**src/common/uifm_pkg.sv**
```systemverilog
/*
 * Constants for the universal input fault monitor: time base, field widths,
 * power-on setpoint values and the fault-report state encoding.
 * Assumes a single 100 MHz clock.
 */
package uifm_pkg;

  // ********************************
  // Time base
  // ********************************
  localparam int unsigned CLK_PERIOD_NS = 10;
  localparam int unsigned TICK_MS = 1;
  localparam int unsigned TICK_CYC = (TICK_MS * 1000000) / CLK_PERIOD_NS;

  // ********************************
  // Field widths
  // ********************************
  localparam int unsigned DLY_W = 27;   // Up to 84,600,000 ms
  localparam int unsigned DEB_W = 16;   // Up to 60,000 ms
  localparam int unsigned CNT_W = 17;   // Up to 100,000
  localparam int unsigned PPR_W = 16;   // Up to 65,000
  localparam int unsigned HYS_W = 10;   // Up to 1,000
  localparam int unsigned SPN_W = 19;   // Up to 524,287
  localparam int unsigned FMI_W = 5;
  localparam int unsigned LAMP_W = 2;
  localparam int unsigned REV_W = 32;

  // ********************************
  // Power-on setpoint values, to be driven on the config ports
  // ********************************
  localparam logic [DEB_W-1:0] DEF_DEBOUNCE_MS = 16'h00FA;
  localparam logic [DLY_W-1:0] DEF_SEND_MS = 27'h00003E8;
  localparam logic [DLY_W-1:0] DEF_CLEAR_MS = 27'h0000000;
  localparam logic [HYS_W-1:0] DEF_HYST = 10'h000;
  localparam logic [SPN_W-1:0] DEF_SPN = 19'h00000;
  localparam logic [FMI_W-1:0] FMI_COND_EXISTS = 5'h1F;
  localparam logic [LAMP_W-1:0] LAMP_PROTECT = 2'h0;
  localparam logic [LAMP_W-1:0] LAMP_AMBER = 2'h1;
  localparam logic [LAMP_W-1:0] LAMP_RED = 2'h2;
  localparam logic [LAMP_W-1:0] LAMP_MIL = 2'h3;
  localparam logic [CNT_W-1:0] DEF_PCNT_RESET = 17'h003E8;
  localparam logic [CNT_W-1:0] DEF_WINDOW_MS = 17'h001F4;
  localparam logic [PPR_W-1:0] DEF_PPR = 16'h0000;

  // ********************************
  // Fault report states
  // ********************************
  typedef enum logic [4:0] {
    ST_IDLE = 5'h01,
    ST_PEND_SEND = 5'h02,
    ST_ACTIVE = 5'h04,
    ST_PEND_CLR = 5'h08,
    ST_WAIT_DM11 = 5'h10
  } uifm_state_t;

endpackage : uifm_pkg

```
**src/common/uifm_tmr_if.sv**
```systemverilog
/*
 * Link between the monitor and one millisecond timer.
 * Assumes both ends share clock and reset.
 */
`timescale 1ns/1ps
interface uifm_tmr_if;
  logic run;
  logic [26:0] limit;
  logic done;
  modport owner (output run, output limit, input done);
  modport timer (input run, input limit, output done);
endinterface : uifm_tmr_if

```
**src/uifm_timer.sv**
```systemverilog
/*
 * Millisecond interval timer: counts ticks while run is high, clears when
 * run drops, flags done once the count reaches the limit.
 * Assumes a one-cycle tick enable and a synchronised active-low reset.
 */
`timescale 1ns/1ps
module uifm_timer
  import uifm_pkg::*;
(
  // Clock and reset
  input wire logic clock,
  input wire logic rst_n,
  // Millisecond enable
  input wire logic tick,
  // Owner side
  uifm_tmr_if.timer t
);

  logic [DLY_W-1:0] cnt_ff;

  // Done as soon as elapsed time meets the limit
  assign t.done = t.run && (cnt_ff >= t.limit);

  // Elapsed millisecond count, restarted whenever run drops
  always_ff @(posedge clock or negedge rst_n) begin
    if (!rst_n) begin
      cnt_ff <= '0;
    end else if (!t.run) begin
      cnt_ff <= '0;
    end else if (tick && !t.done) begin
      cnt_ff <= DLY_W'(cnt_ff + 1'b1);
    end
  end
endmodule : uifm_timer

```
**src/uifm_top.sv**
```systemverilog
/*
 * Universal input channel with fault monitoring: polarity, debounce,
 * pulse counting and trouble-code reporting with send/clear delays.
 * Assumes config ports are static or changed rarely, and inputs are
 * synchronous to clock. DM11 receipt arrives as a one-cycle pulse.
 */
`timescale 1ns/1ps
// Operation
// - The debounce time is set in milliseconds, 250 by default.
// - With trouble-code generation off, no fault is ever reported.
// - With DM11-only clearing, a fault clears only on DM11 once the input is inactive.
// - Reporting starts only after the input stays active for the send delay.
// - Reporting stops once the input stays inactive for the clear delay.
// - The code carries a configurable SPN from 0 to 524,287, default 0.
// - The code carries a configurable FMI, default condition exists.
// - An event sets a configurable lamp field, default protect.
// - Clearing adds a configurable hysteresis of 0 to 1000, default 0.
// - The pulse counter wraps after a set number of pulses, default 1000.
// - Pulses are measured over a set time window, default 500.
// - Pulses per revolution, 0 to 65000, turn pulses into revolutions.
module uifm_top
  import uifm_pkg::*;
#(
  parameter int unsigned CYC_PER_MS = TICK_CYC
) (
  // Clock and reset
  input wire logic clock,
  input wire logic rstn,
  // Input pin and conditioning
  input wire logic in_raw,
  input wire logic cfg_logic_inv,
  input wire logic cfg_active_low,
  input wire logic [DEB_W-1:0] cfg_debounce_ms,
  // Pulse counting
  input wire logic [CNT_W-1:0] cfg_pcnt_reset,
  input wire logic [CNT_W-1:0] cfg_window_ms,
  input wire logic [PPR_W-1:0] cfg_ppr,
  // Fault reporting setup
  input wire logic cfg_dtc_en,
  input wire logic cfg_dm11_only,
  input wire logic [DLY_W-1:0] cfg_send_ms,
  input wire logic [DLY_W-1:0] cfg_clear_ms,
  input wire logic [HYS_W-1:0] cfg_hyst,
  input wire logic [SPN_W-1:0] cfg_spn,
  input wire logic [FMI_W-1:0] cfg_fmi,
  input wire logic [LAMP_W-1:0] cfg_lamp,
  // Diagnostic link
  input wire logic dm11_rx,
  // Status
  output logic input_state,
  output logic dtc_active,
  output logic [SPN_W-1:0] dtc_spn,
  output logic [FMI_W-1:0] dtc_fmi,
  output logic [LAMP_W-1:0] dtc_lamp,
  output logic [CNT_W-1:0] pulse_count,
  output logic [CNT_W-1:0] window_pulses,
  output logic [REV_W-1:0] rev_count
);

  // ********************************
  // Reset release and time base
  // ********************************
  logic rst_s1_ff, rst_s2_ff, rst_n;
  logic [31:0] div_ff;
  logic ms_tick;

  // Two-stage reset release
  always_ff @(posedge clock or negedge rstn) begin
    if (!rstn) begin
      rst_s1_ff <= 1'b0;
      rst_s2_ff <= 1'b0;
    end else begin
      rst_s1_ff <= 1'b1;
      rst_s2_ff <= rst_s1_ff;
    end
  end
  assign rst_n = rst_s2_ff;

  // Millisecond divider
  assign ms_tick = (div_ff == 32'(CYC_PER_MS - 1));
  always_ff @(posedge clock or negedge rst_n) begin
    if (!rst_n) div_ff <= '0;
    else div_ff <= ms_tick ? '0 : div_ff + 32'h0000_0001;
  end

  // ********************************
  // Conditioning and debounce
  // ********************************
  uifm_tmr_if deb_if ();
  uifm_tmr_if sd_if ();
  uifm_tmr_if win_if ();
  logic lvl_active;
  logic deb_ff;
  logic deb_rise;

  // Logic type and active state both invert the raw level
  assign lvl_active = in_raw ^ cfg_logic_inv ^ cfg_active_low;
  assign deb_if.run = (lvl_active != deb_ff);
  assign deb_if.limit = DLY_W'(cfg_debounce_ms);
  assign deb_rise = deb_if.done && lvl_active;

  uifm_timer u_deb (.clock(clock), .rst_n(rst_n), .tick(ms_tick), .t(deb_if));
  // Debounced level follows once the new level has held long enough
  always_ff @(posedge clock or negedge rst_n) begin
    if (!rst_n) deb_ff <= 1'b0;
    else if (deb_if.done) deb_ff <= lvl_active;
  end

  // ********************************
  // Pulse counting
  // ********************************
  logic [CNT_W-1:0] pcnt_ff, win_acc_ff, win_cnt_ff;
  logic [PPR_W-1:0] ppr_acc_ff;
  logic [REV_W-1:0] rev_ff;
  logic win_rst_ff;
  logic pcnt_hit, rev_hit;
  logic [CNT_W-1:0] pcnt_inc, win_inc;
  logic [PPR_W-1:0] ppr_inc;
  assign pcnt_inc = CNT_W'(pcnt_ff + 1'b1);
  assign win_inc = deb_rise ? CNT_W'(win_acc_ff + 1'b1) : win_acc_ff;
  assign ppr_inc = PPR_W'(ppr_acc_ff + 1'b1);
  assign pcnt_hit = deb_rise && (pcnt_inc >= cfg_pcnt_reset);
  assign rev_hit = deb_rise && (cfg_ppr != '0) && (ppr_inc >= cfg_ppr);
  assign win_if.run = !win_rst_ff;
  assign win_if.limit = DLY_W'(cfg_window_ms);

  uifm_timer u_win (.clock(clock), .rst_n(rst_n), .tick(ms_tick), .t(win_if));
  // Running pulse counter with wrap at the reset number
  always_ff @(posedge clock or negedge rst_n) begin
    if (!rst_n) pcnt_ff <= '0;
    else if (pcnt_hit) pcnt_ff <= '0;
    else if (deb_rise) pcnt_ff <= pcnt_inc;
  end

  // Pulses per time window, snapshot at window end
  always_ff @(posedge clock or negedge rst_n) begin
    if (!rst_n) begin
      win_rst_ff <= 1'b0;
      win_acc_ff <= '0;
      win_cnt_ff <= '0;
    end else begin
      win_rst_ff <= win_if.done;
      win_acc_ff <= win_if.done ? '0 : win_inc;
      if (win_if.done) win_cnt_ff <= win_inc;
    end
  end

  // Revolutions from pulses per revolution, idle when set to zero
  always_ff @(posedge clock or negedge rst_n) begin
    if (!rst_n) begin
      ppr_acc_ff <= '0;
      rev_ff <= '0;
    end else if (rev_hit) begin
      ppr_acc_ff <= '0;
      rev_ff <= REV_W'(rev_ff + 1'b1);
    end else if (deb_rise) begin
      ppr_acc_ff <= ppr_inc;
    end
  end

  // ********************************
  // Fault report sequencing
  // ********************************
  uifm_state_t st_ff, nxt_st;
  logic dtc_ff;
  logic [SPN_W-1:0] spn_ff;
  logic [FMI_W-1:0] fmi_ff;
  logic [LAMP_W-1:0] lamp_ff;
  logic in_send, in_clr;
  assign in_send = (st_ff == ST_PEND_SEND);
  assign in_clr = (st_ff == ST_PEND_CLR);
  // Shared timer runs only while the awaited condition holds
  assign sd_if.run = (in_send && deb_ff) || (in_clr && !deb_ff);
  assign sd_if.limit = in_clr ? DLY_W'(cfg_clear_ms + DLY_W'(cfg_hyst))
                              : cfg_send_ms;

  uifm_timer u_sd (.clock(clock), .rst_n(rst_n), .tick(ms_tick), .t(sd_if));
  // Next report state
  always_comb begin
    nxt_st = st_ff;
    case (st_ff)
      ST_IDLE: begin
        if (deb_ff) nxt_st = ST_PEND_SEND;
      end
      ST_PEND_SEND: begin
        if (!deb_ff) nxt_st = ST_IDLE;
        else if (sd_if.done) nxt_st = ST_ACTIVE;
      end
      ST_ACTIVE: begin
        if (!deb_ff) nxt_st = cfg_dm11_only ? ST_WAIT_DM11 : ST_PEND_CLR;
      end
      ST_PEND_CLR: begin
        if (deb_ff) nxt_st = ST_ACTIVE;
        else if (sd_if.done) nxt_st = ST_IDLE;
      end
      ST_WAIT_DM11: begin
        if (deb_ff) nxt_st = ST_ACTIVE;
        else if (dm11_rx) nxt_st = ST_IDLE;
      end
      default: nxt_st = ST_IDLE;
    endcase
    if (!cfg_dtc_en) nxt_st = ST_IDLE;
  end

  // State, report flag and code fields
  always_ff @(posedge clock or negedge rst_n) begin
    if (!rst_n) begin
      st_ff <= ST_IDLE;
      dtc_ff <= 1'b0;
      spn_ff <= '0;
      fmi_ff <= '0;
      lamp_ff <= '0;
    end else begin
      st_ff <= nxt_st;
      dtc_ff <= (nxt_st == ST_ACTIVE) || (nxt_st == ST_PEND_CLR) || (nxt_st == ST_WAIT_DM11);
      spn_ff <= cfg_spn;
      fmi_ff <= cfg_fmi;
      lamp_ff <= cfg_lamp;
    end
  end

  assign input_state = deb_ff;
  assign dtc_active = dtc_ff;
  assign dtc_spn = spn_ff;
  assign dtc_fmi = fmi_ff;
  assign dtc_lamp = lamp_ff;
  assign pulse_count = pcnt_ff;
  assign window_pulses = win_cnt_ff;
  assign rev_count = rev_ff;

  // Milliseconds of settled inactivity while a clear is pending
  logic [DLY_W-1:0] clr_ms_ff;
  always_ff @(posedge clock or negedge rst_n) begin
    if (!rst_n) clr_ms_ff <= '0;
    else if (!in_clr || deb_ff) clr_ms_ff <= '0;
    else if (ms_tick) clr_ms_ff <= DLY_W'(clr_ms_ff + 1'b1);
  end
endmodule : uifm_top
```
**config.mk**
```make
export PLATFORM = sky130hd
export DESIGN_NAME = uifm_top
export DESIGN_NICKNAME = d
export VERILOG_FILES = /design/src/common/uifm_pkg.sv /design/src/common/uifm_tmr_if.sv /design/src/uifm_timer.sv /design/src/uifm_top.sv
export SDC_FILE = /design/constraint.sdc
export NUM_CORES = 1
export LEC_CHECK = 0
export ABC_AREA = 1
export BUFFER_PORTS_ARGS = -buffer_cell sky130_fd_sc_hd__buf_2
export CAP_MARGIN = 20
export CORE_MARGIN = 10
export CORE_UTILIZATION = 45
export DETAILED_ROUTE_END_ITERATION = 7
export GPL_ROUTABILITY_DRIVEN = 0
export PLACE_DENSITY_LB_ADDON = 0.25
export SYNTH_ARGS = -nofsm -noshare
export SYNTH_HDL_FRONTEND = slang
export SYNTH_SLANG_ARGS = --single-unit
```
**constraint.sdc**
```tcl
create_clock -name clock -period 22.1 [get_ports clock]
set_input_delay 1.105 -clock clock [delete_from_list [all_inputs] [get_ports clock]]
set_output_delay 1.105 -clock clock [all_outputs]
set_load 0.01 [all_outputs]
```
## Yosys cells after proc, flatten, opt, wreduce, memory -nomap -nowiden

Cells that the tools add are included.

- Logic and storage cells: 95
- Register bits after elaboration: 248
- Output and inout bits: 94
- Input bits: 164

- Reduce and logical (&&, ||, !) cells: 24
- Muxes and demuxes: 25
- $add $sub $neg: 9
- $lt $le $gt $ge: 5
- Bitwise gates (word level): 2
- Equality and inequality tests: 12

Operators by type and width:

| operator | count |
|---|---|
| $mux 27 | 7 |
| $add 27x1->27 const B | 3 |
| $mux 17 | 4 |
| $add 32x1->32 const B | 2 |
| $mux 5 | 10 |
| $add 17x1->17 const B | 2 |
| $eq 32x17->1 const B | 1 |
| $mux 16 | 2 |
| $mux 32 | 1 |
| $add 27x10->27 | 1 |
| $ge 27x16->1 | 1 |
| $ge 27x17->1 | 1 |
| $ge 27x27->1 | 1 |
| $pmux 5 s5 | 1 |
| $ge 17x17->1 | 1 |
| $add 16x1->16 const B | 1 |
| $ge 16x16->1 | 1 |
| $reduce_bool 16->1 | 1 |
| $logic_and 1x1->1 | 12 |
| $eq 5x3->1 const B | 2 |
| $eq 5x4->1 const B | 2 |
| $eq 5x5->1 const B | 2 |
| $reduce_bool 2->1 | 3 |
| $eq 5x1->1 const B | 1 |
| other kinds (6) | 14 |

## Depth between registers and ports, before layout

Gate-level depths: netlist (run 1).

- Depth after elaboration: 11
- Depth in mapped cells: 28
- Depth with buffers taken out: 27

## Modules after synthesis

Synthesis (run 1) repeated with hierarchy kept, for this count alone.

- Cell total of the unflattened synthesis: 2900
- Area, all modules: 19847.8 sq um

By module, submodules not included:

| module | area each (sq um) | sequential area each (sq um) | instances | cells each |
|---|---|---|---|---|
| uifm_top | 11289.6 | 4180.3 | 1 | 1619 |
| uifm_timer | 2852.7 | 675.6 | 3 | 427 |

## Worst setup path before layout (run 1)

OpenSTA, ideal clock, no wires.

- Path kind: input to register
- From: in cfg_clear_ms[0]
- To: reg u_sd.cnt_ff[0]
- Library setup time: 66 ps
- Cell stages on the path: 23
- Arrival time: 4113 ps
- Slack: 17920 ps
- Path buffers: 1
- Data required time: 22034 ps
- Cell sequence: ha_1 -> inv_1 -> fa_1 -> o21ai_0 -> nand2_1 -> nand2_1 -> a21oi_1 -> nor2_1 -> nand3_1 -> nand3_1 -> o21ai_0 -> ha_1 -> nand2_1 -> nor2_1 -> nand4_1 -> nor2_1 -> nand2_1 -> nand3_1 -> inv_1 -> nand2_2 -> clkbuf_1 -> nand3_1 -> nand2_1

- Longest elaborated chain between the ends: 7

RTL lines:

| element | RTL line | text |
|---|---|---|
| start: declaration | uifm_top.sv:42 | `input wire logic [DLY_W-1:0] cfg_clear_ms,` |
| $add 27x10->27 | uifm_top.sv:174 | `assign sd_if.limit = in_clr ? DLY_W'(cfg_clear_ms + DLY_W'(cfg_hyst))` |
| $mux 27 | uifm_top.sv:174 |  |
| $ge 27x27->1 | uifm_timer.sv:22 | `assign t.done = t.run && (cnt_ff >= t.limit);` |
| $logic_and 1x1->1 | uifm_timer.sv:22 |  |
| $logic_not 1->1 | uifm_timer.sv:30 | `end else if (tick && !t.done) begin` |
| $logic_and 1x1->1 | uifm_timer.sv:30 |  |
| $ne 2x2->1 (no source line) | -- |  |
| end signal: assignment | uifm_timer.sv:31 | `cnt_ff <= DLY_W'(cnt_ff + 1'b1);` |
| end: declaration | uifm_timer.sv:19 | `logic [DLY_W-1:0] cnt_ff;` |

No other way between the ends.
A chain may end at the register's enable or synchronous reset.

## Worst setup path in the final report (run 1)

- From: in cfg_clear_ms[0]
- To: reg u_sd.cnt_ff[14]

Same word-level chain as after synthesis.

==> results of run 1 <==
[sequential cells by signal (all words and copies together), names as in the netlist, 2 cells and up]
name and flops:
dtc_fmi 5, dtc_spn 19, st_ff 5, u_win.cnt_ff 27, u_sd.cnt_ff 27, pulse_count 17, window_pulses 17, win_acc_ff 17
u_deb.cnt_ff 27, div_ff 32, rev_count 32, dtc_lamp 2, ppr_acc_ff 16
[power groups by stage]
| stage | clock (mW) | sequential [mW] | combinational, mW |
|---|---|---|---|
| 2_1_floorplan | 0 | 0.552 | 0.229 |
| 3_3_place_gp | 0 | 0.548 | 0.324 |
| 3_5_place_dp | 0 | 0.548 | 0.333 |
| 4_1_cts | 0.475 | 0.542 | 0.335 |
| 5_1_grt | 0.493 | 0.549 | 0.385 |
| 6_report | 0.463 | 0.543 | 0.334 |
[Yosys cell counts (all sizes together)]
cell | n | area share
dfrtp | 247 | 0.36
a22oi | 1 | 0.00044
o21ai | 87 | 0.025
nor4 | 39 | 0.015
xnor2 | 37 | 0.019
buf | 31 | 0.010
nor3b | 3 | 0.0013
clkbuf | 15 | 0.0034
a2bb2oi | 1 | 0.00051
nor2 | 281 | 0.064
nand4 | 74 | 0.030
nor3 | 69 | 0.021
a211oi | 1 | 0.00044
ha | 111 | 0.081
fa | 1 | 0.0012
o22ai | 2 | 0.00073
mux2i | 7 | 0.0041
o21a | 3 | 0.0013
or2 | 7 | 0.0025
nand2 | 673 | 0.15
and2 | 1 | 0.00051
a21o | 6 | 0.0026
conb | 1 | 0.00022
inv | 319 | 0.070
a21oi | 57 | 0.017
nand3b | 5 | 0.0022
a31oi | 1 | 0.00036
xor2 | 118 | 0.060
clkinv | 1 | 0.00022
dfstp | 1 | 0.0015
nand3 | 197 | 0.058
[worst max path at each step]
stage	from	to
finish	cfg_clear_ms[0]	u_sd.cnt_ff[14]
detailed placement	cfg_clear_ms[0]	u_sd.cnt_ff[1]
CTS	cfg_clear_ms[0]	u_sd.cnt_ff[14]
global route	cfg_hyst[0]	u_sd.cnt_ff[14]
global placement	cfg_clear_ms[0]	u_sd.cnt_ff[9]
floorplan	rst_n	div_ff[0]
[cell type report]
type	instances	area share
clock buffer	41	0.0402
timing repair buffer	265	0.0696
multi-input combinational	1783	0.480
clock inverter	12	0.00503
tap	511	0.0321
inverter	320	0.0603
sequential	248	0.312
antenna	6	0.000754
[stage by stage]
step                cell area (um^2)  power, mW  hold slack (ns)  setup slack (ns)
floorplan                      17200      0.781            0.331             14.68
global placement               18900      0.872            0.340             16.90
detailed placement             18900      0.881            0.339             16.69
CTS                            19800       1.35            0.284             17.27
global route                   19900       1.43            0.292             16.79
finish                         19900       1.34            0.310             17.21
[worst max-delay path: cells and delay by family]
family,cells,cell delay (ns)
compound gates,4,0.97
xor+xnor,1,0.14
fa+ha+maj,3,0.93
buf+inv,5,0.44
simple gates,11,1.79
[routing by layer]
| metal | up-vias | routed length [um] | track usage |
|---|---|---|---|
| met5 | - | 0 | 0 |
| met4 | 0 | 925 | 0.0472 |
| met3 | 76 | 2920 | 0.0389 |
| met2 | 460 | 22300 | 0.341 |
| met1 | 7550 | 22000 | 0.258 |
| li1 | 8204 | - | - |
[logic make-up after synthesis]
family,share of synthesized area
other,0.000218
multiplexers,0.00408
XOR/XNOR,0.0790
adder cells (fa/ha/maj),0.0820
AND/OR/NAND/NOR,0.342
buffers and inverters,0.0836
flip-flops,0.361
AO/OA/AOI/OAI,0.0483
==> results.yml, run 1 <==
synth:
  netlist_area_um2: 17200
  synth_warnings: 0
  synth_nets: 2673
  avgSynthCellArea_um2: 7.17
  syn_inst: 2397
  ys_ff_latch: 248
  synth.yosys.seq_area_share: 0.361
  synth_cell_type_count: 45
clock_network:
  cts_hold_buffers: 0
  post-cts-setup-buffers: 0
  cts_tree: "yes"
  path_clk_slew_ns: 0.06
  insertion_delay_ns: 0.57
  clockBufferDepth: 3
  cts_sinks: 248
  numCtsBuffers: 29
  htreeDepth: 1
  cts_root_buf: "clkbuf_16"
  cts_resized: 0
floorplan:
  coreArea_um2: 37700
  dieArea_um2: 46400
  die_y_um: 215
  die-width_um: 215
  initial_core_util: 0.456
  ios: 258
  placement_rows: 71
sta:
  slew-limit-headroom: 0.374
  drv_slew: 0
  max_freq_mhz: 205
  grt_setup_unrepaired: "no"
  setup_viol: 0
  finalCritPeriodShare: 0.221
  finalSetupTns_ns: 0
  finalCriticalPeriod_ns: 4.89
  clock_skew_ns: 0.0168
  worstMarginPinSlew_ns: 0.939
  finalHoldViolations: 0
placement:
  portBuffers: 257
  place_inst: 3125
  hpwl_mm: 36.8
power:
  p_sw_frac: 0.340
  internal-power_mw: 0.885
  pwr-share-comb: 0.249
  ir_drop_uv: 63.3
  pwr-share-clk: 0.345
  p_seq_frac: 0.405
  power_density_nw_per_um2: 67.3
  p_leak_nw: 10.6
  net-switching-power_mw: 0.455
route:
  vias: 16300
  drt_wl_total_mm: 48.2
  drc: 0
  drtPass1Iterations: 6
  wl_per_cell_um: 15.1
  viasPerCell: 5.11
  antenna_left: 0
  dr.first_iter.drc_count: 1261
cells_and_area:
  fin_cells: 3186
  final_nets: 2923
  final_common_cell: "nand2_1"
  syn2layout_area_growth_pct: 15.8
  final_util: 0.529
  multi_input_area_um2: 9550
  ff_latch_area_um2: 6210
  drive_gt1_frac: 0.134
  final_cell_mix: "665 x nand2_1, 308 x inv_1, 271 x nor2_1"
  fillers: 3752
worst_setup_path:
  arrival_ns: 5.36
  crit_chain: "buf_2, ha_1, inv_1, fa_1, o21ai_0, nand2_1, nand2_1, a21oi_1, inv_1, nand2_1, xor2_1, nand2_1, o21ai_0, ha_1, nand2_1, inv_1, nand2_1, nor3_1, nand4_1, nand3_1, inv_1, nand2_2, nand2_2, o21ai_0"
  critPathMaxFanout: 32
  start_kind: "primary input"
  r2r-start: "ppr_acc_ff[0]"
  path_class: "primary input to register"
  path_common_cell: "nand2_1"
  rrSetupSlack_ns: 18.09
  critPathCaptureType: "register"
  timing.rr.end: "rev_count[19]"
  rr_worst_depth: 20
  crit_slowest_cell: "nand2_2"
  cpPeakStageDelay_ns: 0.45
  worstPathRequired_ns: 22.57
global_route:
  antenna_found_initial: 7
  grt_pass1_wl_mm: 79.5
  grt_max_degree: 82
  overflow: 0
  grt_pass1_vias: 16100
  track_usage: 0.201
run_status:
  status: "completed"
flow_run:
  max_cap_viol_count: 0
worst_hold_path:
  hp-class: "primary input to asynchronous set/reset pin"
Note: power is estimated with default switching activity, not from simulation.
==> run 2: changes to the inputs <==
==> constraint.sdc (replaced) <==
create_clock -name clock -period 4.36 [get_ports clock]
set_input_delay 0.218 -clock clock [delete_from_list [all_inputs] [get_ports clock]]
set_output_delay 0.218 -clock clock [all_outputs]
set_load 0.01 [all_outputs]
==> run 2 against run 1 <==
Compared with the run above:
- power rose to 5.2 times the previous value
- combinational power rose to 5.2 times the previous value
- routed wire length rose by 1.5%
- cell area rose by 1.9%
- first-iteration DRC count rose by 7.2%
- critical path depth fell by 6
- critical path type is now register to register
- largest cell class unchanged
- largest power group unchanged
- highest routed layer is now met5
==> results.yml, run 2 (synthesis results as in run 1) <==
global_route:
  met2_usage: 0.343
  busiest_layer: "met2"
  grt_pass1_vias: 16500
  overflow: 0
  track_usage: 0.204
  grt_max_degree: 118
  use_met1: 0.266
  antenna_found_initial: 4
  grt_pass1_wl_mm: 81.0
  use_met3: 0.0368
sta:
  finalCritPeriodShare: 0.820
  max_freq_mhz: 280
  finalSetupTns_ns: 0
  slew-limit-headroom: 0.519
  grt_setup_unrepaired: "no"
  timing.final.ws_setup_ns: 0.784
  worstMarginPinSlew_ns: 0.721
  setup_viol: 0
  drv_slew: 0
  clock_skew_ns: 0.0213
  finalHoldViolations: 0
  finalCriticalPeriod_ns: 3.58
clock_network:
  htreeDepth: 1
  clockBufferDepth: 3
  insertion_delay_ns: 0.57
  path_clk_slew_ns: 0.06
  cts_root_buf: "clkbuf_16"
  cts_tree: "yes"
  cts_sinks: 248
  numCtsBuffers: 30
  post-cts-setup-buffers: 0
worst_setup_path:
  r2r-start: "pulse_count[0]"
  rr_worst_depth: 18
  critPathMaxFanout: 17
  arrival_ns: 4.04
  start_kind: "register"
  timing.rr.end: "pulse_count[6]"
  worstPathRequired_ns: 4.82
  rrSetupSlack_ns: 0.78
  path_class: "register to register"
  critPathCaptureType: "register"
worst_hold_path:
  holdPathEnd: "input_state"
  hp-class: "primary input to register"
  hold_depth: 4
  hp-start: "cfg_logic_inv"
cells_and_area:
  fillers: 3597
  final_util: 0.539
  final_cell_mix: "665 x nand2_1, 308 x inv_1, 271 x nor2_1"
  finish.instance_area_um2: 20300
  drive_gt1_frac: 0.132
  syn2layout_area_growth_pct: 18.0
  final_nets: 2959
  final_common_cell: "nand2_1"
route:
  vias: 16600
  dr.first_iter.drc_count: 1352
  antenna_left: 0
  viasPerCell: 5.16
  drt_wl_total_mm: 48.9
  drtPass1Iterations: 6
  drc: 0
  wl_per_cell_um: 15.2
floorplan:
  dieArea_um2: 46400
  placement_rows: 71
  coreArea_um2: 37700
  die-width_um: 215
  initial_core_util: 0.456
  die_y_um: 215
  ios: 258
run_status:
  status: "completed"
power:
  power_density_nw_per_um2: 340
  ir_drop_uv: 407
  p_leak_nw: 10.8
flow_run:
  max_cap_viol_count: 0
placement:
  dp_slack_ns: 0.362
  hpwl_mm: 37.1
  placed_area_um2: 19000
  portBuffers: 257
==> run 2: worst max-delay path by stage <==
stage | startpoint | to | slack (ns)
finish | pulse_count[0] | pulse_count[6] | 0.78
CTS | pulse_count[0] | pulse_count[6] | 0.82
detailed placement | cfg_clear_ms[0] | u_sd.cnt_ff[9] | 0.36
floorplan | rst_n | div_ff[0] | 0.29
global placement | cfg_clear_ms[0] | u_sd.cnt_ff[14] | 0.52
global route | pulse_count[0] | pulse_count[1] | 0.34
==> run 2: cell type report <==
cell class / instances / area, um^2 / share of cell area
Multi-Input combinational cell: 1783 / 9550 / 0.471
Timing Repair Buffer: 300 / 1720 / 0.0847
Inverter: 320 / 1200 / 0.0592
Tap cell: 511 / 639 / 0.0315
Clock inverter: 8 / 70.1 / 0.00345
Antenna cell: 3 / 7.51 / 0.000370
Sequential cell: 248 / 6210 / 0.306
Clock buffer: 47 / 886 / 0.0437
==> run 2: routing by layer <==
| metal | wire [um] | vias to the layer above |
|---|---|---|
| met3 | 2970 | 82 |
| li1 | - | 8295 |
| met4 | 1110 | 2 |
| met2 | 22900 | 529 |
| met5 | 9 | - |
| met1 | 22000 | 7712 |
==> run 2: power by group <==
group	internal (mW)	switching (mW)
sequential	2.52	0.223
combinational	0.645	1.08
clock	1.44	0.988
total	4.61	2.29
==> run 2: worst max-delay path, cell delays in order, from the launching register on <==
cell	delay, ns
dfrtp_1	0.40
ha_1	0.20
nand2_1	0.06
nor2_1	0.22
nand4_1	0.16
nor2_1	0.20
inv_1	0.10
nor2_1	0.16
xor2_1	0.26
ha_1	0.31
nand2_1	0.07
inv_1	0.03
o21ai_0	0.14
a21oi_1	0.08
nor2_1	0.11
nand4_1	0.15
nor2_2	0.59
nand2_1	0.10
o21ai_0	0.12
==> run 2: through the flow <==
step / total power [mW] / cells / hold slack, ns
final: 6.90 / 3220 / 0.0545
after global placement: 4.43 / 3128 / 0.00428
after global routing: 7.36 / 3218 / 0.0934
after detailed placement: 4.48 / 3128 / 0.00628
after floorplan: 3.96 / 2397 / -0.0776
after CTS: 6.97 / 3217 / 0.0446
==> run 2: timing repair <==
| action | CTS | global route |
|---|---|---|
| hold endpoints to repair | 33 | 0 |
| hold buffers | 34 | 0 |
| resized for setup | 0 | 0 |
